File: src/hgc_pkg.sv
// Purpose: shared constants for the pin bank controller
// Assumes: one clock, one asynchronous active-low reset
// Notes:   byte offsets are inside a 4 KB window
package hgc_pkg;

  // address map
  localparam logic [31:0] PERIPH_BASE   = 32'hfc000000;
  localparam logic [31:0] BANK1_BASE    = 32'hff708000;
  localparam logic [31:0] BANK2_BASE    = 32'hff70a000;
  localparam int          WIN_BITS      = 12;
  localparam int          WIN_BYTES     = 4096;

  // register offsets within the window
  localparam logic [11:0] OFS_OUT_DATA  = 12'h000;
  localparam logic [11:0] OFS_DIRECTION = 12'h004;
  localparam logic [11:0] OFS_OUT_SET   = 12'h008;
  localparam logic [11:0] OFS_OUT_CLR   = 12'h00c;
  localparam logic [11:0] OFS_IN_LEVEL  = 12'h050;
  localparam logic [11:0] OFS_BANK_INFO = 12'h054;

  // reset values
  localparam logic [31:0] RST_OUT_DATA  = 32'h00000000;
  localparam logic [31:0] RST_DIRECTION = 32'h00000000;

  // bank info field positions
  localparam int          INFO_IO_LSB   = 0;
  localparam int          INFO_IN_LSB   = 8;
  localparam int          INFO_PIN_LSB  = 16;

  // bank geometry
  localparam int          BANK0_FIRST   = 0;
  localparam int          BANK1_FIRST   = 29;
  localparam int          BANK2_FIRST   = 58;
  localparam int          BANK01_PINS   = 29;
  localparam int          BANK2_PINS    = 13;
  localparam int          BANK2_IN_ONLY = 14;
  localparam int          LED_BIT       = 24;
  localparam int          BUTTON_BIT    = 25;
  localparam int          REG_WIDTH     = 32;

endpackage

File: src/hgc_bank_ctrl.sv
// Purpose: one bank of general-purpose pins with direction, output and input registers
// Assumes: plain register port, read data one cycle after the read strobe
// Notes:   three instances with different parameters cover the whole pin range
//
// How it works
// first bank owns pins 0..28, second bank owns pins 29..57.
// third bank owns pins 58..70 plus fourteen pins that are input only.
// output data, direction and input level registers, each 32 bits wide.
// direction bit n high makes pin n an output, low an input.
// output data bit n sets the level on pin n while it is output.
// output data one drives high, zero drives low.
// input level read returns present pin states, bit n for pin n.
// in the second bank bit 0 is pin 29, ascending from there.
// second bank direction bits 24 and 25 steer led and button pins.
// second bank output bit 24 sets the user led pin level.
// second bank registers decode in a 4 KB window at 0xff708000.
// third bank registers decode in a 4 KB window at 0xff70a000.
// peripheral register space of the subsystem starts at 0xfc000000.
// writes reach pins at the next edge; inputs synchronised before capture.
//
// Chosen here: strobed register access and the register offsets.
`timescale 1ns/10ps
`default_nettype none
module hgc_bank_ctrl #(
  parameter int unsigned P_IO_PINS   = 29,
  parameter int unsigned P_IN_PINS   = 0,
  parameter int unsigned P_FIRST_PIN = 29,
  parameter logic [31:0] P_BASE_ADDR = 32'hff708000
) (
  // clock and reset
  input  wire logic                 i_ref_clk,
  input  wire logic                 i_arst_n,
  // register port
  input  wire logic [31:0]          i_addr,
  input  wire logic [31:0]          i_wdata,
  input  wire logic                 i_wr,
  input  wire logic                 i_rd,
  output logic      [31:0]          o_rdata,
  output logic                      o_rvalid,
  // two-way pins
  input  wire logic [P_IO_PINS-1:0] i_pin_in,
  output logic      [P_IO_PINS-1:0] o_pin_out,
  output logic      [P_IO_PINS-1:0] o_pin_oe,
  // input-only pins, ignored when the bank has none
  input  wire logic [((P_IN_PINS > 0) ? P_IN_PINS : 1)-1:0] i_gpi
);

  localparam int unsigned SW = P_IO_PINS + P_IN_PINS;

  // bank widths must fit the 32-bit registers
  if (P_IO_PINS < 1 || SW > hgc_pkg::REG_WIDTH) begin : g_bad_width
    $error("hgc_bank_ctrl: pin count does not fit a 32-bit register");
  end
  // window must be 4 KB aligned
  if (P_BASE_ADDR[hgc_pkg::WIN_BITS-1:0] != 12'h000) begin : g_bad_align
    $error("hgc_bank_ctrl: base address not aligned to the window");
  end
  // window must lie in the peripheral space
  if (P_BASE_ADDR < hgc_pkg::PERIPH_BASE) begin : g_bad_base
    $error("hgc_bank_ctrl: base address below peripheral space");
  end
  if (P_FIRST_PIN > 255) begin : g_bad_first
    $error("hgc_bank_ctrl: first pin number too large");
  end

  // only two-way pins get writable bits; input-only pins never drive
  localparam logic [31:0] IO_MASK = 32'((64'h1 << P_IO_PINS) - 64'h1);

  localparam logic [31:0] INFO_VALUE =
    (32'(P_IO_PINS)   << hgc_pkg::INFO_IO_LSB) |
    (32'(P_IN_PINS)   << hgc_pkg::INFO_IN_LSB) |
    (32'(P_FIRST_PIN) << hgc_pkg::INFO_PIN_LSB);

  typedef struct packed {
    logic [31:0] out_data;
    logic [31:0] direction;
    logic [31:0] in_level;
    logic [31:0] rdata;
    logic        rvalid;
  } hgc_bank_state_type;

  hgc_bank_state_type state_q;
  hgc_bank_state_type state_d;

  logic [SW-1:0] sync_in;
  logic [SW-1:0] sync_out;
  logic          hit;
  logic [11:0]   ofs;

  // input-only pins join above the two-way pins
  if (P_IN_PINS > 0) begin : g_with_gpi
    assign sync_in = {i_gpi, i_pin_in};
  end else begin : g_no_gpi
    assign sync_in = i_pin_in;
  end

  // pin levels pass two flops first
  hgc_sync #(
    .W (SW)
  ) u_sync (
    .i_ref_clk (i_ref_clk),
    .i_arst_n  (i_arst_n),
    .i_async   (sync_in),
    .o_sync    (sync_out)
  );

  // decode on the upper address bits only
  assign hit = (i_addr[31:hgc_pkg::WIN_BITS] == P_BASE_ADDR[31:hgc_pkg::WIN_BITS]);
  assign ofs = i_addr[hgc_pkg::WIN_BITS-1:0];

  always_comb begin
    state_d        = state_q;
    state_d.rdata  = 32'h00000000;
    state_d.rvalid = 1'b0;

    // input level captured from synchronised pins
    state_d.in_level          = 32'h00000000;
    state_d.in_level[SW-1:0]  = sync_out;

    // R14 register writes, effective at the next edge
    if (i_wr && hit) begin
      if (ofs == hgc_pkg::OFS_OUT_DATA) begin
        state_d.out_data = i_wdata & IO_MASK;
      end else if (ofs == hgc_pkg::OFS_DIRECTION) begin
        state_d.direction = i_wdata & IO_MASK;
      end else if (ofs == hgc_pkg::OFS_OUT_SET) begin
        // atomic set avoids a read-modify-write race with other software
        state_d.out_data = (state_q.out_data | i_wdata) & IO_MASK;
      end else if (ofs == hgc_pkg::OFS_OUT_CLR) begin
        state_d.out_data = state_q.out_data & ~i_wdata & IO_MASK;
      end
    end

    // reads answer one cycle later; unmapped reads give zero
    if (i_rd) begin
      state_d.rvalid = 1'b1;
      if (!hit) begin
        state_d.rdata = 32'h00000000;
      end else if (ofs == hgc_pkg::OFS_OUT_DATA) begin
        state_d.rdata = state_q.out_data;
      end else if (ofs == hgc_pkg::OFS_DIRECTION) begin
        state_d.rdata = state_q.direction;
      end else if (ofs == hgc_pkg::OFS_IN_LEVEL) begin
        // present level, one bit per pin
        state_d.rdata = state_q.in_level;
      end else if (ofs == hgc_pkg::OFS_BANK_INFO) begin
        state_d.rdata = INFO_VALUE;
      end else begin
        state_d.rdata = 32'h00000000;
      end
    end
  end

  always_ff @(posedge i_ref_clk or negedge i_arst_n) begin
    if (!i_arst_n) begin
      state_q           <= '0;
      state_q.out_data  <= hgc_pkg::RST_OUT_DATA;
      state_q.direction <= hgc_pkg::RST_DIRECTION;
    end else begin
      state_q <= state_d;
    end
  end

  // direction bit n enables driver of pin n
  assign o_pin_oe  = state_q.direction[P_IO_PINS-1:0];
  // output bit n is the driven level
  assign o_pin_out = state_q.out_data[P_IO_PINS-1:0];
  assign o_rdata   = state_q.rdata;
  assign o_rvalid  = state_q.rvalid;

endmodule
`default_nettype wire

File: src/hgc_sync.sv
// Purpose: two-stage synchroniser for pin levels
// Assumes: inputs are asynchronous to i_ref_clk
// Notes:   first stage feeds the second stage only
`timescale 1ns/10ps
`default_nettype none
module hgc_sync #(
  parameter int W = 29
) (
  // clock and reset
  input  wire logic         i_ref_clk,
  input  wire logic         i_arst_n,
  // levels
  input  wire logic [W-1:0] i_async,
  output logic      [W-1:0] o_sync
);

  typedef struct packed {
    logic [W-1:0] meta;
    logic [W-1:0] stable;
  } hgc_sync_state_type;

  hgc_sync_state_type state_q;
  hgc_sync_state_type state_d;

  always_comb begin
    state_d        = state_q;
    state_d.meta   = i_async;
    state_d.stable = state_q.meta;
  end

  always_ff @(posedge i_ref_clk or negedge i_arst_n) begin
    if (!i_arst_n) begin
      state_q <= '0;
    end else begin
      state_q <= state_d;
    end
  end

  assign o_sync = state_q.stable;

endmodule
`default_nettype wire
File: config.mk
export PLATFORM = sky130hd
export DESIGN_NAME = hgc_bank_ctrl
export DESIGN_NICKNAME = d
export VERILOG_FILES = /design/src/hgc_pkg.sv /design/src/hgc_bank_ctrl.sv /design/src/hgc_sync.sv
export SDC_FILE = /design/constraint.sdc
export NUM_CORES = 1
export LEC_CHECK = 0
export BUFFER_PORTS_ARGS = -buffer_cell sky130_fd_sc_hd__buf_2
export CAP_MARGIN = 20
export CORE_ASPECT_RATIO = 0.8
export CORE_MARGIN = 2
export CORE_UTILIZATION = 52
export CTS_BUF_LIST = sky130_fd_sc_hd__clkbuf_4 sky130_fd_sc_hd__clkbuf_8 sky130_fd_sc_hd__clkbuf_16
export DETAILED_ROUTE_END_ITERATION = 8
export PLACE_DENSITY = 0.79
export SLEW_MARGIN = 40
export SYNTH_ARGS = -nofsm -noshare
export SYNTH_HDL_FRONTEND = slang
export SYNTH_HIERARCHICAL = 1
export SYNTH_SLANG_ARGS = --single-unit
File: constraint.sdc
create_clock -name i_ref_clk -period 0.9 [get_ports i_ref_clk]
set_input_delay 0.225 -clock i_ref_clk [delete_from_list [all_inputs] [get_ports i_ref_clk]]
set_output_delay 0.225 -clock i_ref_clk [all_outputs]
set_load 0.005 [all_outputs]
== After elaboration in Yosys (flattened, before gate mapping) ==
Cells that the tools add are included.
Storage, ports and cells
  output and inout bits: 91
  logic and storage cells: 33
  bits in registers: 181
Cells by class
  equal/unequal tests: 7
  bitwise logic cells: 4
  muxes and demuxes: 10
  reduce and logical (&&, ||, !) cells: 5
Operators by type and width (count)
  2-to-1 mux 32 bit: 6
  2-to-1 mux 29 bit: 2
  2-to-1 mux 33 bit: 1
  bitwise AND 29 bit: 1
  NOT 29 bit: 1
  OR 29 bit: 1
  equality test 12 x 4 -> 1 bit (second input constant): 2
  equality test 12 x 7 -> 1 bit (second input constant): 2
  2-to-1 mux 21 bit: 1
  equality test 20 bit (second input constant): 1
  equality test 12 x 3 -> 1 bit (second input constant): 1
  logical NOT 12 bit: 1
  AND reduction 3 bit: 2
  nonzero test 3 bit: 1
  != test 2 bit (second input constant): 1
  logical AND 1 bit: 1
  NOT 1 bit: 1

== Longest topological paths before layout ==
Gate-level depths: netlist of the first run.
  word-level depth: 7
  mapped depth: 6

== By module ==
The synthesis of the first run kept the hierarchy.
Modules (own cells, without submodules)
  hgc_bank_ctrl: cells each 510, area an instance 5487.8 um2, seq. area each 2927.8 um2, times used 1
  hgc_sync: cells each 58, area an instance 1451.4 um2, seq. area each 1451.4 um2, times used 1

== Worst setup path after synthesis of the first run ==
Ideal clock, no wire load.
  kind: input port to flip-flop
  start point: input i_addr[8]
  end point: register with a tool-made name
  stages on the path: 6
  data required time: 766 ps
  setup time: 134 ps
  path slack: -1233 ps
  data arrival time: 1999 ps
  path buffers: 2
  path through: or4_4 or3_1 clkbuf_1 clkbuf_1 o41ai_1 o21ai_1
RTL lines
  start, declared: RTL line hgc_bank_ctrl.sv:34  | input wire logic [31:0] i_addr,

==> metrics.yaml, run 1 <==
htree_levels: 4
failed_checks: "negative setup slack"
crit_required_ns: 1.19
synth_warnings: 6
crit_chain: "buf_2 > nor4b_1 > buf_4 > nand3_1 > buf_4 > o41ai_1 > o21ai_1"
max_stage_delay_ns: 0.47
cp-end-kind: "flip-flop"
critPathMostFrequentCell: "buf_4"
final_max_slew_viol_count: 0
layout_setup_ws_ns: -0.966
fin_util: 0.753
post-route-period-util: 2.07
final.min_clock_period_ns: 1.87
core-area_um2: 13000
power_density_nw_per_um2: 1720
wl_per_cell_um: 22.1
die_area_um2: 14300
status: "finished with violations"
yosysSeqAreaShare: 0.631
grt_pass1_vias: 5601
routed_wl_mm: 21.9
grt_max_degree: 59
relSlewSlack: 0.675
regToRegSetupSlack_ns: -0.22
row_count: 37
p_leak_nw: 4.94
grt_setup_unrepaired: "true"
clk_pin_slew_ns: 0.06
route.detailed.drc: 0
clkSinkCount: 175
slowest_stage: "nor4b_1"
cp_max_fo: 29
vias_per_cell: 5.76
r2r_cells: 3
grt_usage: 0.290
syn_to_final_growth_pct: 40.7
drtIter0Drc: 608
clock_path_buffers: 2
n_antenna_cell: 0
syn_avg_cell_area_um2: 12.2
dp.cells: 848
clock.fmax_mhz: 536
syn_inst: 568
io_buffers: 181
nets: 902
path_class: "input pin to flip-flop"
die_h_um: 107
dp_hpwl_mm: 12.2
final_cell_mix: "dfrtp_1, buf_2, buf_4, o21ai_0, dlygate4sd3_1"
first_pass_iters: 5
stdcell_count: 991
cap_violations: 0
synthDistinctLibCells: 30
worstMarginPinSlew_ns: 0.480
hold_viol: 0
critPathArrivalTime_ns: 2.15
cts_root_buf: "clkbuf_16"
grt-ovfl-total: 0
hp-class: "input pin to flip-flop"
netlist_area_um2: 6940
regToRegEndpoint: "o_rdata[12]"
fin_total_pwr_mw: 16.8
setup_viol: 175
whs_path_depth: 3
start_kind: "input pin"
dr_total_vias: 5708
peakVddDrop_mv: 1.96
grt_pass1_wl_mm: 30.8
die_w_um: 133
cts_tree: "yes"
place_congestion: 0.877
ys_seq_elements: 175
antenna_found_initial: 0
layout-drive-gt1-share: 0.547
final_common_cell: "dfrtp_1"
final_antenna_net_count: 0
cts_buffers: 17
start_util: 0.535
r2r-start: "o_pin_oe[12]"
fin_skew_ns: 0.00799
clk_latency_ns: 0.43
hp-start: "i_wdata[26]"
ios: 189
cells in the mapped netlist:
library cell	n	area [um2]
or4_4	3	33.8
a22oi_1	21	158
or4_1	1	7.51
inv_1	29	109
nand2_1	9	33.8
o41ai_1	29	254
buf_6	2	22.5
buf_2	7	35.0
a311oi_1	8	70.1
or2_2	1	6.26
and2_1	1	6.26
a211oi_1	21	158
nor3_1	1	5.00
nand4_1	3	18.8
or3_1	1	6.26
nand3b_1	1	7.51
dfrtp_1	175	4380
mux2_1	4	45.0
or4b_1	1	10.0
nor2_1	31	116
o21ai_0	50	250
buf_4	90	676
nand2b_1	3	18.8
nor4b_1	2	17.5
nand3_1	2	10.0
o21ai_1	16	80.1
clkbuf_1	27	101
mux2_2	25	282
conb_1	1	3.75
nor4_1	3	18.8
layout make-up:
type	instances	area, um2
flip-flops and latches	175	4380
fillers	805	3200
repair buffers	338	2370
multi-input cells	243	2060
clock buffers	19	447
well taps	175	219
clock inverters	12	184
inverters	29	109
per-stage QoR:
| stage | instance area [um2] | hold slack [ns] | TNS, ns | worst slack [ns] |
|---|---|---|---|---|
| finish | 9760 | 0.0447 | -94.43 | -0.966 |
| global route | 9760 | 0.0483 | -100.17 | -0.974 |
| CTS | 9360 | 0.0423 | -96.86 | -0.908 |
| detailed placement | 7800 | 0.105 | -115.17 | -1.45 |
| global placement | 7800 | 0.104 | -112.85 | -1.37 |
| floorplan | 7100 | -0.0706 | -92.73 | -1.21 |
report_power, final:
| part | internal (mW) | total, mW | switching, mW | leakage [nW] |
|---|---|---|---|---|
| registers | 8.07 | 8.14 | 0.0742 | 2.24 |
| clock network | 4.76 | 7.84 | 3.08 | 0.304 |
| logic | 0.382 | 0.850 | 0.468 | 2.39 |
kinds of logic after synthesis:
logic type      Yosys count  synth area share
buf+inv                 155             0.136
compound gates          145             0.140
flops                   175             0.631
other cells               1          0.000540
simple gates             63            0.0456
mux                      29            0.0471
how the worst max path moves through the flow:
| stage | start | to | slack, ns |
|---|---|---|---|
| after global placement | i_addr[9] | flip-flop | -1.37 |
| after floorplan | i_addr[9] | flip-flop | -1.21 |
| after CTS | i_addr[9] | flip-flop | -0.91 |
| after global routing | i_addr[11] | flip-flop | -0.97 |
| after detailed placement | i_addr[9] | flip-flop | -1.45 |
| final | i_addr[17] | flip-flop | -0.97 |
worst max-delay path, delay by kind of cell:
family | cells | cell delay [ns]
buffers and inverters | 3 | 0.69
AO/OA/AOI/OAI | 2 | 0.54
AND/OR/NAND/NOR | 2 | 0.70
routing by layer:
layer | track usage | wire (um) | share of wire
met1 | 0.389 | 8570 | 0.39
met2 | 0.462 | 10400 | 0.47
met3 | 0.0800 | 2070 | 0.095
met4 | 0.0973 | 845 | 0.039
met5 | 0 | 0 | 0
what timing repair did:
item | in CTS | in global routing
endpoints found under the setup margin | 175 | 175
pin swaps | 6 | 10
endpoints found under the hold margin | 205 | 0
buffers inserted | 50 | 25
hold buffers | 31 | 0
gates resized for setup | 55 | 37
gates cloned | 4 | 4
Power figures use the tool's default switching activity.
==> inputs of run 2 (changes only) <==
- REMOVE_ABC_BUFFERS: unset -> 1
==> metrics.yaml, run 2 (same netlist as run 1, synthesis figures left out) <==
status: "finished with violations"  # unchanged
failed_checks: "negative setup slack"  # unchanged
hp-start: "i_wdata[27]"  # was i_wdata[26]
regToRegEndpoint: "o_rdata[17]"  # was o_rdata[12]
cts_buffers: 17  # unchanged
start_util: 0.535  # unchanged
syn_to_final_growth_pct: 40.0  # was 40.7%
placement.setup.worst_slack_ns: -1.43  # was -1.45 ns
die_h_um: 107  # unchanged
final_antenna_net_count: 0  # unchanged
peakVddDrop_mv: 1.60  # was 1.96 mV
clock.fmax_mhz: 517  # was 536 MHz
clk_latency_ns: 0.42  # was 0.43 ns
antenna_found_initial: 0  # unchanged
worstMarginPinSlew_ns: 0.511  # was 0.480 ns
register_area_um2: 4380  # about the same
first_pass_iters: 5  # unchanged
place_congestion: 0.846  # was 0.877
crit_start: "i_addr[8]"  # was i_addr[17]
crit_required_ns: 1.17  # was 1.19 ns
p_leak_nw: 4.87  # was 4.94 nW
r2r-start: "o_pin_oe[17]"  # was o_pin_oe[12]
grt-ovfl-total: 0  # unchanged
row_count: 37  # unchanged
multiInputGateArea_um2: 2050  # was 2060 um2
die_w_um: 133  # unchanged
hp-class: "input pin to flip-flop"  # unchanged
start_kind: "input pin"  # unchanged
n_antenna_cell: 0  # unchanged
fin_hold_ws_ns: 0.0603  # was 0.0447 ns
grt_pass1_wl_mm: 30.4  # was 30.8 mm
fin_util: 0.749  # was 0.753
setup_viol: 175  # unchanged
r2r_cells: 4  # was 3
regToRegSetupSlack_ns: -0.23  # was -0.22 ns
routed_wl_mm: 20.2  # was 21.9 mm
cts_tree: "yes"  # unchanged
path_class: "input pin to flip-flop"  # unchanged
wl_per_cell_um: 20.7  # was 22.1 um
nets: 889  # was 902
final.min_clock_period_ns: 1.94  # was 1.87 ns
cap_violations: 0  # unchanged
cp_max_fo: 29  # unchanged
dr_total_vias: 5525  # was 5708
relSlewSlack: 0.656  # was 0.675
fin_total_pwr_mw: 16.1  # was 16.8 mW
clk_pin_slew_ns: 0.07  # was 0.06 ns
grt_setup_unrepaired: "true"  # unchanged
final_max_slew_viol_count: 0  # unchanged
die_area_um2: 14300  # unchanged
grt_max_degree: 51  # was 59
grt_usage: 0.284  # was 0.290
route.detailed.drc: 0  # unchanged
htree_levels: 4  # unchanged
ios: 189  # unchanged
clkSinkCount: 175  # unchanged
io_buffers: 181  # unchanged
final_common_cell: "buf_2"  # was dfrtp_1
post-route-period-util: 2.15  # was 2.07
critPathArrivalTime_ns: 2.21  # was 2.15 ns
final_area_um2: 9710  # was 9760 um2
cp-end-kind: "flip-flop"  # unchanged
fill_cells: 795  # was 805
vias_per_cell: 5.64  # was 5.76
grt_pass1_vias: 5593  # was 5601
dp_hpwl_mm: 10.8  # was 12.2 mm
final_cell_mix: "buf_2, dfrtp_1, buf_4, o21ai_0, dlygate4sd3_1"  # was dfrtp_1, buf_2, buf_4, o21ai_0, dlygate4sd3_1
layout-drive-gt1-share: 0.539  # was 0.547
clock_path_buffers: 2  # unchanged
cts_root_buf: "clkbuf_16"  # unchanged
dpl_cell_area_um2: 7570  # was 7800 um2
hold_viol: 0  # unchanged
power_density_nw_per_um2: 1660  # was 1720 nW/um2
drtIter0Drc: 443  # was 608
core-area_um2: 13000  # unchanged
fin_skew_ns: 0.00734  # was 0.00799 ns
layout_setup_ws_ns: -1.04  # was -0.966 ns
## run 2: worst max-delay path: stages
cell,delay (ns)
buf_6,0.09
or4_4,0.57
or3_4,0.42
buf_6,0.21
o41ai_1,0.53
o21ai_1,0.15
## run 2: report_power, final
group	internal, mW	switching, mW	total, mW
Combinational	0.349	0.436	0.785
Sequential	8.06	0.0578	8.12
Clock	4.02	3.16	7.18
Total	12.4	3.65	16.1
## run 2: layout make-up
type | instances | area share
clock buffer | 20 | 0.0468
clock inverter | 12 | 0.0129
inverter | 29 | 0.0112
multi-input combinational | 240 | 0.211
sequential | 175 | 0.451
tap | 175 | 0.0225
timing repair buffer | 328 | 0.245
## run 2: repair_timing
item                                    4_1_cts  5_1_grt
buffers inserted                             54       22
hold buffers                                 31        0
endpoints found under the setup margin      175      175
gates cloned                                  8        0
resized for setup                           110       24
endpoints found under the hold margin       205        0
pin swaps                                     7        2
## run 2: how the worst min path moves through the flow
stage                              to  slack, ns  cells after the start
after global placement    o_pin_oe[3]       0.07                      1
final                       flip-flop       0.06                      3
after global routing        flip-flop       0.05                      3
after floorplan             async pin      -0.07                      0
after detailed placement   o_rdata[0]       0.07                      1
after CTS                   flip-flop       0.05                      3
## run 2: per-stage QoR
| step | cells | setup TNS (ns) |
|---|---|---|
| floorplan | 444 | -254.30 |
| global placement | 832 | -114.59 |
| detailed placement | 832 | -117.09 |
| CTS | 957 | -95.83 |
| global route | 979 | -104.12 |
| finish | 979 | -98.15 |
## run 2: layer usage
metal	global-route usage	share of wire	up-vias	wire [um]
li1	-	-	2354	-
met1	0.366	0.39	2759	7900
met2	0.467	0.49	363	9920
met3	0.0645	0.089	49	1810
met4	0.128	0.029	0	588
met5	0	0	-	0
